===== src/hw/letc_pkg.sv =====
// Constants and types for line exposure timing control.
// Assumes a single 25 MHz clock; delay, threshold and flush counts derive from CLK_NS.
package letc_pkg;
   localparam int CLK_NS = 40;
   localparam int CW = 24;
   localparam int AW = 8;
   localparam int DW = 32;
   // Register byte offsets
   localparam logic [7:0] OFS_MODE = 8'h00;
   localparam logic [7:0] OFS_COMP_EN = 8'h04;
   localparam logic [7:0] OFS_EXP_ABS = 8'h08;
   localparam logic [7:0] OFS_EXP_RAW = 8'h0C;
   localparam logic [7:0] OFS_PER_ABS = 8'h10;
   localparam logic [7:0] OFS_PER_RAW = 8'h14;
   localparam logic [7:0] OFS_EXP_MIN = 8'h18;
   localparam logic [7:0] OFS_EXP_MAX = 8'h1C;
   localparam logic [7:0] OFS_AVG = 8'h20;
   localparam logic [7:0] OFS_STATUS = 8'h24;
   localparam logic [7:0] OFS_TRIG_PER = 8'h28;
   // Status field positions
   localparam int ST_COMP_BIT = 0;
   localparam int ST_EXPOSE_BIT = 1;
   localparam int ST_DELAY_BIT = 2;
   localparam int ST_MODE_LSB = 4;
   // Reset values
   localparam logic [2:0] MODE_RST = 3'h0;
   localparam logic [15:0] EXP_ABS_RST = 16'h0064;
   localparam logic [23:0] EXP_RAW_RST = 24'h0009C4;
   localparam logic [15:0] PER_ABS_RST = 16'h03E8;
   localparam logic [23:0] PER_RAW_RST = 24'h0061A8;
   localparam logic [1:0] AVG_RST = 2'h0;
   // Microseconds to cycles
   localparam logic [7:0] CYC_PER_US = 8'(1000 / CLK_NS);
   // Timing, times as printed, counts rounded to nearest cycle
   localparam int DLY_SHORT_NS = 1210;
   localparam int DLY_EDGE_NS = 2510;
   localparam int COMP_DLY_NS = 14200;
   localparam int EDGE_LOSS_NS = 1800;
   localparam int COMP_STOP_MS = 256;
   localparam int COMP_START_MS = 512;
   localparam int FLUSH_US = 1000;
   localparam logic [CW-1:0] DLY_SHORT_CYC = CW'((DLY_SHORT_NS + CLK_NS / 2) / CLK_NS);
   localparam logic [CW-1:0] DLY_EDGE_CYC = CW'((DLY_EDGE_NS + CLK_NS / 2) / CLK_NS);
   localparam logic [CW-1:0] COMP_DLY_CYC = CW'((COMP_DLY_NS + CLK_NS / 2) / CLK_NS);
   localparam logic [CW-1:0] EDGE_LOSS_CYC = CW'((EDGE_LOSS_NS + CLK_NS / 2) / CLK_NS);
   // Edge mode: exposure ends this long after the next rising edge
   localparam logic [CW-1:0] EDGE_END_CYC = DLY_EDGE_CYC - EDGE_LOSS_CYC;
   localparam logic [CW-1:0] COMP_STOP_CYC = CW'(COMP_STOP_MS * 64'd1000000 / CLK_NS);
   localparam logic [CW-1:0] COMP_START_CYC = CW'(COMP_START_MS * 64'd1000000 / CLK_NS);
   localparam logic [CW-1:0] FLUSH_CYC = CW'(FLUSH_US * 1000 / CLK_NS);
   localparam logic [CW-1:0] EXP_MIN_CYC = 24'h000019;
   localparam logic [CW-1:0] EXP_MAX_CYC = 24'hFFFFFF;
   // Mode encoding of the mode register
   typedef enum logic [2:0] {
      MODE_EXT_EDGE = 3'h0,
      MODE_EXT_LEVEL = 3'h1,
      MODE_EXT_PROG = 3'h2,
      MODE_FR_EDGE = 3'h3,
      MODE_FR_PROG = 3'h4
   } letc_mode_type;
   typedef struct packed {
      logic expose;
      logic readout;
      logic flush;
   } letc_sensor_type;
endpackage


===== src/hw/letc_top.sv =====
// Line exposure timing: external trigger and free-run sequencing,
// low line rate compensation. Registers on a plain strobe port.
// Assumes the trigger pin is asynchronous to REF_CLK.
//
// Added by the designer: the placing of the registers and the plain strobed port.
`timescale 1ns/100ps
`default_nettype none

// Behaviour
// [RL1] Software mode field picks ext edge, level, programmable, or free-run edge, programmable.
// [RL2] Ext programmable exposure length from exposure setting, absolute or raw.
// [RL3] Compensation enable bit under software control, off after reset.
// [RL4] While compensating, sensor is read out repeatedly and data discarded.
// [RL5] Compensation runs in external-trigger modes only, never in free run.
// [RL6] Active compensation stops when line period falls to 256 ms.
// [RL7] Compensation starts once line period reaches 512 ms, giving hysteresis.
// [RL8] Compensation adds 14.2 us before each line on top of start delay.
// [RL9] After stopping, only the first faster line still carries the delay; in level mode that line gets no delay.
// [RL10] With averaging, delay precedes only the first exposure of a series.
// [RL11] Trigger high at least 1.3 us level mode, 100 ns otherwise.
// [RL12] Trigger low at least 2.0 us every period.
// [RL13] Ext edge mode exposure equals trigger period minus 1.8 us.
// [RL14] Too long programmed exposure is kept; triggers during it ignored.
// [RL15] Start delay from rising edge, or falling edge in level mode.
// [RL16] Start delay 1.21 us programmable and level, 2.51 us edge.
// [RL17] Free run makes an internal trigger from period and exposure settings.
// [RL18] Free-run edge exposes full period, readout on each internal rise.
// [RL19] Free-run programmable exposes while internal signal low, readout at rise.
// [RL20] Free-run line period written in microseconds or as raw value.
// [RL21] Software keeps free-run exposure within reported min and max.
// [RL22] Partner must not over-trigger; mode change does not recover.
// [RL23] Ext edge exposes rising edge to rising edge, readout each rise.
// [RL24] Ext level exposes while trigger low, readout on rising edge.
// [RL25] Ext programmable: rising edge starts fixed exposure, readout at end.
// [RL26] Counter measures trigger rising-edge interval against thresholds.
module letc_top #(
   parameter logic [letc_pkg::CW-1:0] COMP_START = letc_pkg::COMP_START_CYC,
   parameter logic [letc_pkg::CW-1:0] COMP_STOP = letc_pkg::COMP_STOP_CYC,
   parameter logic [letc_pkg::CW-1:0] FLUSH_PERIOD = letc_pkg::FLUSH_CYC
) (
   input wire logic REF_CLK,
   input wire logic RST_B,
   input wire logic [letc_pkg::AW-1:0] ADDR,
   input wire logic [letc_pkg::DW-1:0] WDATA,
   input wire logic WR,
   input wire logic RD,
   output logic [letc_pkg::DW-1:0] RDATA,
   input wire logic EXTERNAL_LINE_TRIGGER,
   output letc_pkg::letc_sensor_type SENSOR,
   output logic COMP_ACTIVE
);
   localparam int CW = letc_pkg::CW;

   // Registers
   logic [2:0] mode_reg;
   logic comp_en_reg;
   logic [15:0] exp_abs_reg;
   logic [CW-1:0] exp_cyc_reg;
   logic [15:0] per_abs_reg;
   logic [CW-1:0] per_cyc_reg;
   logic [1:0] avg_reg;
   logic [letc_pkg::DW-1:0] rdata_reg;

   // Trigger synchroniser
   logic trig_meta_reg;
   logic trig_sync_reg;
   logic trig_prev_reg;

   // Sequencer
   logic dly_busy_reg;
   logic [CW-1:0] dly_cnt_reg;
   logic expose_reg;
   logic end_arm_reg;
   logic [CW-1:0] end_cnt_reg;
   logic readout_reg;
   logic flush_reg;
   logic [CW-1:0] flush_cnt_reg;
   logic [1:0] avg_idx_reg;

   // Compensation
   logic [CW-1:0] per_meas_reg;
   logic [CW-1:0] trig_per_reg;
   logic comp_reg;

   // Free run
   typedef enum logic {FR_HIGH, FR_LOW} letc_fr_type;
   letc_fr_type fr_state_reg;
   logic [CW-1:0] fr_cnt_reg;

   // Decode
   wire wr_mode = WR && (ADDR == letc_pkg::OFS_MODE);
   wire wr_comp = WR && (ADDR == letc_pkg::OFS_COMP_EN);
   wire wr_eabs = WR && (ADDR == letc_pkg::OFS_EXP_ABS);
   wire wr_eraw = WR && (ADDR == letc_pkg::OFS_EXP_RAW);
   wire wr_pabs = WR && (ADDR == letc_pkg::OFS_PER_ABS);
   wire wr_praw = WR && (ADDR == letc_pkg::OFS_PER_RAW);
   wire wr_avg = WR && (ADDR == letc_pkg::OFS_AVG);

   // Absolute values are microseconds, raw values are clock cycles
   wire [CW-1:0] eabs_cyc = CW'(WDATA[15:0]) * CW'(letc_pkg::CYC_PER_US); // RL2
   wire [CW-1:0] pabs_cyc = CW'(WDATA[15:0]) * CW'(letc_pkg::CYC_PER_US); // RL20

   // Mode decode
   wire m_edge = (mode_reg == letc_pkg::MODE_EXT_EDGE); // RL1
   wire m_level = (mode_reg == letc_pkg::MODE_EXT_LEVEL); // RL1
   wire m_prog = (mode_reg == letc_pkg::MODE_EXT_PROG); // RL1
   wire m_fr_edge = (mode_reg == letc_pkg::MODE_FR_EDGE); // RL1
   wire m_fr_prog = (mode_reg == letc_pkg::MODE_FR_PROG); // RL1
   wire m_ext = m_edge || m_level || m_prog;
   wire m_fr = m_fr_edge || m_fr_prog;

   // Trigger edges, only from the second stage onward
   wire t_rise = trig_sync_reg && !trig_prev_reg;
   wire t_fall = !trig_sync_reg && trig_prev_reg;

   // Compensation only in external modes
   wire comp_on = comp_en_reg && m_ext; // RL5
   wire per_long = (per_meas_reg >= COMP_START); // RL7
   wire per_short = (per_meas_reg <= COMP_STOP); // RL6
   // Stop line still delayed in edge and programmable modes, where comp_reg is still set at the rise; level mode starts after it clears
   wire comp_line = comp_on && (comp_reg || per_long); // RL9

   // Accepted starts per mode
   wire busy = dly_busy_reg || expose_reg;
   wire st_edge = m_edge && t_rise; // RL23
   wire st_level = m_level && t_fall; // RL15
   // Programmable-mode triggers during an exposure or its delay are dropped
   wire st_prog = m_prog && t_rise && !busy; // RL14
   wire start = st_edge || st_level || st_prog;
   wire [CW-1:0] base_dly = m_edge ? letc_pkg::DLY_EDGE_CYC : letc_pkg::DLY_SHORT_CYC; // RL16
   wire add_comp = comp_line && (avg_idx_reg == 2'h0); // RL10
   wire [CW-1:0] start_dly = base_dly + (add_comp ? letc_pkg::COMP_DLY_CYC : '0); // RL8
   wire [1:0] avg_last = (avg_reg == 2'h2) ? 2'h3 : ((avg_reg == 2'h1) ? 2'h1 : 2'h0);
   wire [1:0] avg_idx_inc = (avg_idx_reg >= avg_last) ? 2'h0 : avg_idx_reg + 2'h1;

   // End of exposure
   wire dly_done = dly_busy_reg && (dly_cnt_reg == 24'h000001);
   wire end_done = end_arm_reg && (end_cnt_reg == 24'h000001);
   wire lvl_end = m_level && t_rise && expose_reg; // RL24
   wire edge_arm = m_edge && t_rise && expose_reg; // RL13
   wire ext_end = end_done || lvl_end;

   // Free-run internal control signal
   wire fr_rise = m_fr && (fr_cnt_reg == 24'h000001);
   wire fr_low = (fr_state_reg == FR_LOW);
   // Low phase begins exposure cycles before the period ends
   wire fr_fall = m_fr_prog && !fr_low && (fr_cnt_reg == exp_cyc_reg + 24'h000001); // RL19
   // Uses the next state so expose falls in the readout cycle
   wire fr_expose = m_fr_edge || (m_fr_prog && (fr_low ? !fr_rise : fr_fall)); // RL18

   // Sensor drive
   wire ext_expose_next = m_ext && (dly_done || (expose_reg && !ext_end));
   // Mode change drops a running exposure, else it could never end
   wire expose_next = !wr_mode && (m_fr ? fr_expose : ext_expose_next);
   wire readout_next = m_fr ? fr_rise : (m_ext && expose_reg && ext_end);
   wire idle_flush = comp_reg && comp_on && !busy; // RL4
   wire flush_next = idle_flush && (flush_cnt_reg == 24'h000001); // RL4

   // Read mux
   wire [letc_pkg::DW-1:0] status = {
      25'h0000000,
      mode_reg,
      1'b0,
      dly_busy_reg,
      expose_reg,
      comp_reg
   };
   logic [letc_pkg::DW-1:0] rd_mux;
   always_comb begin
      case (ADDR)
         letc_pkg::OFS_MODE: rd_mux = {29'h00000000, mode_reg};
         letc_pkg::OFS_COMP_EN: rd_mux = {31'h00000000, comp_en_reg};
         letc_pkg::OFS_EXP_ABS: rd_mux = {16'h0000, exp_abs_reg};
         letc_pkg::OFS_EXP_RAW: rd_mux = {8'h00, exp_cyc_reg};
         letc_pkg::OFS_PER_ABS: rd_mux = {16'h0000, per_abs_reg};
         letc_pkg::OFS_PER_RAW: rd_mux = {8'h00, per_cyc_reg};
         letc_pkg::OFS_EXP_MIN: rd_mux = {8'h00, letc_pkg::EXP_MIN_CYC};
         letc_pkg::OFS_EXP_MAX: rd_mux = {8'h00, letc_pkg::EXP_MAX_CYC};
         letc_pkg::OFS_AVG: rd_mux = {30'h00000000, avg_reg};
         letc_pkg::OFS_STATUS: rd_mux = status;
         letc_pkg::OFS_TRIG_PER: rd_mux = {8'h00, trig_per_reg};
         default: rd_mux = 32'h00000000;
      endcase
   end

   // Software registers
   always_ff @(posedge REF_CLK or negedge RST_B) begin
      if (!RST_B) begin
         mode_reg <= letc_pkg::MODE_RST;
         comp_en_reg <= 1'b0; // RL3
         exp_abs_reg <= letc_pkg::EXP_ABS_RST;
         exp_cyc_reg <= letc_pkg::EXP_RAW_RST;
         per_abs_reg <= letc_pkg::PER_ABS_RST;
         per_cyc_reg <= letc_pkg::PER_RAW_RST;
         avg_reg <= letc_pkg::AVG_RST;
      end else begin
         if (wr_mode) mode_reg <= WDATA[2:0]; // RL1
         if (wr_comp) comp_en_reg <= WDATA[0]; // RL3
         if (wr_eabs) begin
            exp_abs_reg <= WDATA[15:0];
            exp_cyc_reg <= eabs_cyc; // RL2
         end
         if (wr_eraw) exp_cyc_reg <= WDATA[CW-1:0]; // RL2
         if (wr_pabs) begin
            per_abs_reg <= WDATA[15:0];
            per_cyc_reg <= pabs_cyc; // RL20
         end
         if (wr_praw) per_cyc_reg <= WDATA[CW-1:0]; // RL20
         if (wr_avg) avg_reg <= WDATA[1:0];
      end
   end

   always_ff @(posedge REF_CLK or negedge RST_B) begin
      if (!RST_B) rdata_reg <= 32'h00000000;
      else if (RD) rdata_reg <= rd_mux;
      else rdata_reg <= 32'h00000000;
   end

   always_ff @(posedge REF_CLK or negedge RST_B) begin
      if (!RST_B) begin
         trig_meta_reg <= 1'b0;
         trig_sync_reg <= 1'b0;
         trig_prev_reg <= 1'b0;
      end else begin
         trig_meta_reg <= EXTERNAL_LINE_TRIGGER;
         trig_sync_reg <= trig_meta_reg;
         trig_prev_reg <= trig_sync_reg;
      end
   end

   // Trigger interval measurement, saturating
   always_ff @(posedge REF_CLK or negedge RST_B) begin
      if (!RST_B) begin
         per_meas_reg <= 24'h000000;
         trig_per_reg <= 24'h000000;
      end else if (t_rise) begin
         per_meas_reg <= 24'h000001; // RL26
         trig_per_reg <= per_meas_reg; // RL26
      end else if (per_meas_reg != 24'hFFFFFF) begin
         per_meas_reg <= per_meas_reg + 24'h000001; // RL26
      end
   end

   // Hysteresis: enter at long period, leave at short period
   always_ff @(posedge REF_CLK or negedge RST_B) begin
      if (!RST_B) comp_reg <= 1'b0;
      else if (!comp_on) comp_reg <= 1'b0; // RL5
      else if (t_rise && comp_reg && per_short) comp_reg <= 1'b0; // RL6
      else if (!comp_reg && per_long) comp_reg <= 1'b1; // RL7
   end

   // Discard readouts while waiting for a slow trigger
   always_ff @(posedge REF_CLK or negedge RST_B) begin
      if (!RST_B) flush_cnt_reg <= 24'h000000;
      else if (!idle_flush || flush_cnt_reg == 24'h000001) flush_cnt_reg <= FLUSH_PERIOD; // RL4
      else flush_cnt_reg <= flush_cnt_reg - 24'h000001;
   end

   // Averaging series position; a write to the averaging or mode register restarts the series
   always_ff @(posedge REF_CLK or negedge RST_B) begin
      if (!RST_B) avg_idx_reg <= 2'h0;
      else if (wr_avg || wr_mode) avg_idx_reg <= 2'h0;
      else if (start && m_ext) avg_idx_reg <= avg_idx_inc; // RL10
   end

   // Start delay counter
   always_ff @(posedge REF_CLK or negedge RST_B) begin
      if (!RST_B) begin
         dly_busy_reg <= 1'b0;
         dly_cnt_reg <= 24'h000000;
      end else if (!m_ext) begin
         dly_busy_reg <= 1'b0;
      end else if (start) begin
         dly_busy_reg <= 1'b1; // RL15
         dly_cnt_reg <= start_dly; // RL16
      end else if (dly_done) begin
         dly_busy_reg <= 1'b0;
      end else if (dly_busy_reg) begin
         dly_cnt_reg <= dly_cnt_reg - 24'h000001;
      end
   end

   // Exposure end timer: edge mode offset or programmed length
   always_ff @(posedge REF_CLK or negedge RST_B) begin
      if (!RST_B) begin
         end_arm_reg <= 1'b0;
         end_cnt_reg <= 24'h000000;
      end else if (!m_ext) begin
         end_arm_reg <= 1'b0;
      end else if (edge_arm) begin
         end_arm_reg <= 1'b1;
         end_cnt_reg <= letc_pkg::EDGE_END_CYC; // RL13
      end else if (dly_done && m_prog) begin
         end_arm_reg <= 1'b1;
         // Zero exposure treated as one cycle
         end_cnt_reg <= (exp_cyc_reg == 24'h000000) ? 24'h000001 : exp_cyc_reg; // RL25
      end else if (end_done) begin
         end_arm_reg <= 1'b0;
      end else if (end_arm_reg) begin
         end_cnt_reg <= end_cnt_reg - 24'h000001;
      end
   end

   // Free-run generator; period below two cycles is stretched
   always_ff @(posedge REF_CLK or negedge RST_B) begin
      if (!RST_B) begin
         fr_state_reg <= FR_HIGH;
         fr_cnt_reg <= 24'h000001;
      end else if (!m_fr) begin
         fr_state_reg <= FR_HIGH;
         fr_cnt_reg <= 24'h000001;
      end else begin
         if (fr_rise) fr_cnt_reg <= (per_cyc_reg < 24'h000002) ? 24'h000002 : per_cyc_reg; // RL17
         else fr_cnt_reg <= fr_cnt_reg - 24'h000001;
         case (fr_state_reg)
            FR_HIGH: begin
               if (fr_fall) fr_state_reg <= FR_LOW; // RL19
            end
            FR_LOW: begin
               if (fr_rise) fr_state_reg <= FR_HIGH; // RL19
            end
            default: fr_state_reg <= FR_HIGH;
         endcase
      end
   end

   // Output flops
   always_ff @(posedge REF_CLK or negedge RST_B) begin
      if (!RST_B) begin
         expose_reg <= 1'b0;
         readout_reg <= 1'b0;
         flush_reg <= 1'b0;
      end else begin
         expose_reg <= expose_next; // RL23
         readout_reg <= readout_next; // RL18
         flush_reg <= flush_next; // RL4
      end
   end

   assign RDATA = rdata_reg;
   assign SENSOR = {expose_reg, readout_reg, flush_reg};
   assign COMP_ACTIVE = comp_reg;
endmodule

`default_nettype wire


===== config.mk =====
export PLATFORM = sky130hd
export DESIGN_NAME = letc_top
export DESIGN_NICKNAME = d
export VERILOG_FILES = /design/src/hw/letc_pkg.sv /design/src/hw/letc_top.sv
export SDC_FILE = /design/constraint.sdc
export NUM_CORES = 1
export LEC_CHECK = 0
export ABC_AREA = 1
export BUFFER_PORTS_ARGS = -buffer_cell sky130_fd_sc_hd__buf_2
export CORE_MARGIN = 5
export CORE_UTILIZATION = 40
export CTS_BUF_LIST = sky130_fd_sc_hd__clkbuf_16
export CTS_CLUSTER_SIZE = 12
export DETAILED_ROUTE_END_ITERATION = 12
export GPL_ROUTABILITY_DRIVEN = 0
export RECOVER_POWER = 100
export SKIP_CTS_REPAIR_TIMING = 1
export SYNTH_ARGS = -nofsm -noshare
export SYNTH_HDL_FRONTEND = slang
export SYNTH_SLANG_ARGS = --single-unit

===== constraint.sdc =====
create_clock -name REF_CLK -period 2.7 [get_ports REF_CLK]
set_clock_uncertainty 0.1 [all_clocks]
set_input_delay 0.54 -clock REF_CLK [delete_from_list [all_inputs] [get_ports REF_CLK]]
set_output_delay 0.54 -clock REF_CLK [all_outputs]
set_load 0.05 [all_outputs]

**After elaboration in Yosys (flattened, before gate mapping)**

Index checks and enable logic that the tools add are counted.

- Bits in registers: 274
- Logic and storage cells: 181

- $add $sub $neg: 8
- Multipliers: 1
- $lt $le $gt $ge: 4
- Equal/unequal tests: 27
- Muxes and demuxes: 44
- Bitwise operators: 1
- Reductions and logical operators: 71

Operator list:

| kind | count |
|---|---|
| 24-bit two-way mux | 19 |
| 24-bit case mux with 11 select lines | 1 |
| 24-bit by 1-bit equality test with 1-bit output (second input constant) | 4 |
| 24-bit by 1-bit subtractor with 24-bit output (second input constant) | 4 |
| 24-bit by 1-bit adder with 24-bit output (second input constant) | 2 |
| 1-bit logical AND | 38 |
| 8-bit by 5-bit equality test with 1-bit output (second input constant) | 4 |
| 24-bit equality test | 1 |
| 8-bit by 6-bit equality test with 1-bit output (second input constant) | 3 |
| 24-bit >= comparator (second input constant) | 1 |
| 24-bit by 23-bit <= comparator with 1-bit output (second input constant) | 1 |
| 24-bit zero test | 1 |
| 24-bit by 2-bit < comparator with 1-bit output (second input constant) | 1 |
| 24-bit inequality test (second input constant) | 1 |
| 16-bit by 5-bit multiplier with 21-bit output (second input constant) | 1 |
| 1-bit two-way mux | 17 |
| 8-bit by 4-bit equality test with 1-bit output (second input constant) | 2 |
| 1-bit logical OR | 12 |
| 6-bit by 9-bit adder with 10-bit output | 1 |
| 2-bit nonzero test | 5 |
| 1-bit zero test | 9 |
| 9-bit two-way mux | 1 |
| 3-bit by 1-bit inequality test with 1-bit output (second input constant) | 3 |
| 8-bit by 3-bit equality test with 1-bit output (second input constant) | 1 |
| 18 further kinds | 23 |

**Depth between registers and ports, before layout**

- Depth in word-level cells: 11
- Gate-level depth with buffers: 17
- Mapped depth without buffers: 17

**Worst setup path after synthesis**

OpenSTA, ideal clock, no wires.

- Path type: input -> register
- From: input WDATA[2] in the netlist's numbering
- To: register exp_cyc_reg[13]
- Library setup time: 135 ps
- Arrival time: 3,058 ps
- Required time: 2,465 ps
- Path slack: -592 ps
- Stages on the path: 14
- Buffers on the path: 0
- Path through: ha_1 > ha_1 > fa_1 > ha_1 > nand3_1 > nand2_1 > inv_1 > o21ai_0 > nand2_1 > nand2_1 > a21oi_1 > or2_2 > nand3_1 > o211ai_1

- Word-level cells in the longest chain between the ends: 3

RTL lines:

| element | line | source |
|---|---|---|
| start: declaration | letc_top.sv:44 | `input wire logic [letc_pkg::DW-1:0] WDATA,` |
| 16-bit by 5-bit multiplier with 21-bit output | letc_top.sv:100 | `wire [CW-1:0] eabs_cyc = CW'(WDATA[15:0]) * CW'(letc_pkg::CYC_PER_US);` |
| 24-bit two-way mux | letc_top.sv:199 | `if (wr_eabs) begin` |
| 24-bit two-way mux | letc_top.sv:203 | `if (wr_eraw) exp_cyc_reg <= WDATA[CW-1:0];` |
| end signal: assignment | letc_top.sv:192 | `exp_cyc_reg <= letc_pkg::EXP_RAW_RST;` |
| end signal: assignment | letc_top.sv:201 | `exp_cyc_reg <= eabs_cyc;` |
| end signal: assignment | letc_top.sv:203 |  |
| end: declaration | letc_top.sv:58 | `logic [CW-1:0] exp_cyc_reg;` |

No other way between the ends. The select of a mux whose other input is x is not followed.
A chain may end at the register's enable or synchronous reset.

**Final worst setup path**

- From: input WDATA[6] in the netlist's numbering
- To: register exp_cyc_reg[18]

Same word-level chain as after synthesis.

==> impl_metrics.py <==
metrics = {
    "synthesis": {
        "ys_seq_elements": 266,
        "synthFlopType": "dfrtp_1",
        "netlist_area_um2": 16800,
        "postSynthAreaPerCell_um2": 7.68,
        "synth_compound_area_share_pct": 13.9,
        "synth_fa_ha_area_share_pct": 6.68,
        "synthCells": 2186,
        "muxShareOfSynthArea_pct": 0.0671,
        "synth_edf_count": 0,
        "yosysSeqAreaShare_pct": 39.8,
        "synth-xor-area-share_pct": 4.17,
        "async_flop_share_pct": 100,
        "synth_top_family_by_area": "simple AND/OR/NAND/NOR gates",
        "synthSimpleGateAreaFrac_pct": 26.1,
        "yosys_warnings": 0,
        "synth_cell_types": 66,
    },
    "timing": {
        "worst_pin_slew_ps": 1420,
        "min_period_ps": 2670,
        "slew_viol_final": 0,
        "fin_hold_ws_ps": 94.1,
        "grt_setup_unrepaired": "yes",
        "setup_violations": 0,
        "timing.final.crit_share_pct": 98.9,
        "max_slew_margin_pct": 5.04,
        "fmax_ghz": 0.375,
        "fin_tns_setup_ps": 0,
        "hold_violations": 0,
    },
    "layout": {
        "fin_util_pct": 47.3,
        "area_growth_syn_to_layout_pct": 17.6,
        "stdcell_area_um2": 19700,
        "n_fill_cell": 4106,
        "multiInputGateArea_um2": 9070,
        "seq_area_um2": 6680,
        "layout_common_cells": "nand2_1 (454), inv_1 (281), dfrtp_1 (245), nor2_1 (220), o21ai_0 (173)",
        "layoutNonFillerInstCount": 2898,
        "diodes": 0,
        "nNetsFinal": 2464,
        "layout_commonest_cell": "nand2_1",
        "drive_gt1_share_pct": 14.6,
    },
    "pwr": {
        "leakagePower_nw": 9.34,
        "ir_drop_mv": 0.450,
        "p_per_area_nw_per_um2": 655,
    },
    "job": {
        "cap_violations": 0,
    },
    "critical_path": {
        "crit_start": "WDATA[6]",
        "crit_path_cell_trace": "buf_6, ha_4, ha_4, inv_2, fa_1, inv_2, ha_4, a21oi_4, o21ai_2, nand2_1, nand4_1, a31o_2, or2_4, nand3_2, nand2_1",
        "path_common_cell": "ha_4",
        "crit_fanout": 3,
        "cp-start-kind": "input port",
        "endpoint_kind": "register",
        "cp.arrival_ps": 3050,
        "reg2reg_to": "dly_cnt_reg[6]$_DFFE_PN0P_",
        "critical_path_class": "input port to register",
        "worst_path_largest_cell_delay_ps": 510,
        "reg2reg_slack_ps": 160,
        "ff2ff_path_depth": 12,
        "worstReg2RegStart": "mode_reg[1]$_DFFE_PN0P_",
        "cp_slowest_cell": "fa_1",
        "critPathRequiredTime_ps": 3080,
    },
    "cts": {
        "clk_latency_ps": 600,
        "cts_tree": "done",
        "cts-htree-levels": 1,
        "cts_buffers": 31,
        "cts.sink_count": 266,
        "cts-root-buf": "clkbuf_16",
        "cts_buffer_depth": 3,
        "clk_pin_slew_ps": 60,
    },
    "grt": {
        "grt_pass1_vias": 15100,
        "antenna_found_initial": 0,
        "grt_pass1_wl_um": 81400,
        "grt_overflow": 0,
        "grt_max_degree": 61,
        "grt_usage_pct": 21.5,
    },
    "drt": {
        "drcViolationCount": 0,
        "vias_per_cell": 5.37,
        "wl_per_cell_um": 17.7,
        "drt_iter0_markers": 1214,
        "route.met2.wl_um": 23900,
        "vias": 15600,
        "drt_first_pass_iters": 5,
        "antenna_left": 0,
        "drt-total-wl_um": 51400,
        "met1Wirelength_um": 23100,
        "top_layer_used": "met4",
        "wl_met3_um": 2450,
    },
    "placement": {
        "place_inst": 2837,
        "placed_area_um2": 18700,
        "dp.final_hpwl_um": 38800,
        "numPortBuffers": 64,
    },
    "hold_path": {
        "hold_class": "input port to register",
        "whs_endpoint": "per_cyc_reg[16]$_DFFE_PN0P_",
        "worstHoldStart": "WDATA[16]",
        "hold_path_depth": 3,
    },
    "floorplan": {
        "die_w_um": 215,
        "io-pin-count": 81,
        "dieArea_um2": 46200,
        "core_um2": 41800,
        "rows": 75,
        "die_y_um": 215,
        "start_util_pct": 40.2,
    },
    "run_status": {
        "status": "completed",
    },
}
==> critical path, delay by kind of cell <==
kind                       cells  cell delay [ps]
buffers and inverters          3              190
AOI/OAI and AO/OA              3              480
adders and majority gates      4             1250
and+or+nand+nor                5              590
==> per-layer routing <==
layer | track usage (%) | vias up
met4 | 7.49 | 0
met1 | 29.7 | 7472
met2 | 35.3 | 476
li1 | - | 7522
met5 | 0 | -
met3 | 2.48 | 97
==> worst max path at each step <==
stage / to / slack, ps / cells past startpoint
5_1_grt: exp_cyc_reg[17]$_DFFE_PN0P_ / -50 / 17
6_report: exp_cyc_reg[18]$_DFFE_PN0P_ / 30 / 15
3_3_place_gp: exp_cyc_reg[18]$_DFFE_PN0P_ / -620 / 15
2_1_floorplan: exp_cyc_reg[18]$_DFFE_PN0P_ / -350 / 14
4_1_cts: exp_cyc_reg[18]$_DFFE_PN0P_ / -20 / 15
3_5_place_dp: exp_cyc_reg[18]$_DFFE_PN0P_ / -640 / 15
==> metrics by stage <==
step | setup slack, ps | power, mW
global placement | -615 | 8.75
global route | -52.7 | 13.7
CTS | -17.9 | 12.8
detailed placement | -642 | 8.82
floorplan | -355 | 7.57
finish | 30.6 | 12.9
==> synth_stat cells (8+ instances only) <==
master	number	area share (%)
nand2_1	463	10
inv_1	285	6.4
dfrtp_1	245	37
nor2_1	217	4.9
o21ai_0	170	5.1
nand3_1	118	3.5
ha_1	72	5.4
a21oi_1	71	2.1
xor2_1	63	3.3
nand4_1	45	1.7
nor3_1	37	1.1
clkbuf_1	28	0.63
a31oi_1	26	0.97
nor4_1	26	0.97
o221ai_1	26	1.4
buf_2	24	0.72
a221oi_1	22	1.1
nor2_2	22	0.82
dfstp_2	21	3.3
o22ai_1	21	0.78
inv_2	17	0.38
xnor2_1	17	0.89
o21ai_1	16	0.48
buf_4	15	0.67
fa_1	11	1.3
o211ai_1	11	0.49
o21bai_1	9	0.40
or2_2	9	0.34
nand3b_1	8	0.36
==> kinds of logic (layout without fill, tap and decap cells) <==
| kind of cell | after synthesis | after routing |
|---|---|---|
| AO/OA/AOI/OAI | 393 | 393 |
| flip-flops | 266 | 266 |
| AND/OR/NAND/NOR | 983 | 983 |
| buffers and inverters | 379 | 545 |
| adder cells (fa/ha/maj) | 83 | 83 |
| other | 1 | 8 |
| XOR/XNOR | 80 | 80 |
| multiplexers | 1 | 1 |
==> area by class of cell <==
type	instances	share of cell area, %
multi-input cells	1548	46.0
clock buffers	31	3.93
inverters	304	5.81
flip-flops and latches	266	33.9
well taps	539	3.42
clock inverters	25	0.862
repair buffers	185	6.16
==> where the power goes <==
| group | switching [mW] | leakage, nW | total [mW] | internal (mW) |
|---|---|---|---|---|
| combinational | 2.47 | 5.38 | 4.02 | 1.56 |
| sequential | 0.504 | 3.46 | 4.92 | 4.42 |
| clock | 1.72 | 0.499 | 3.97 | 2.26 |
Note: power is estimated with default switching activity, not from simulation.
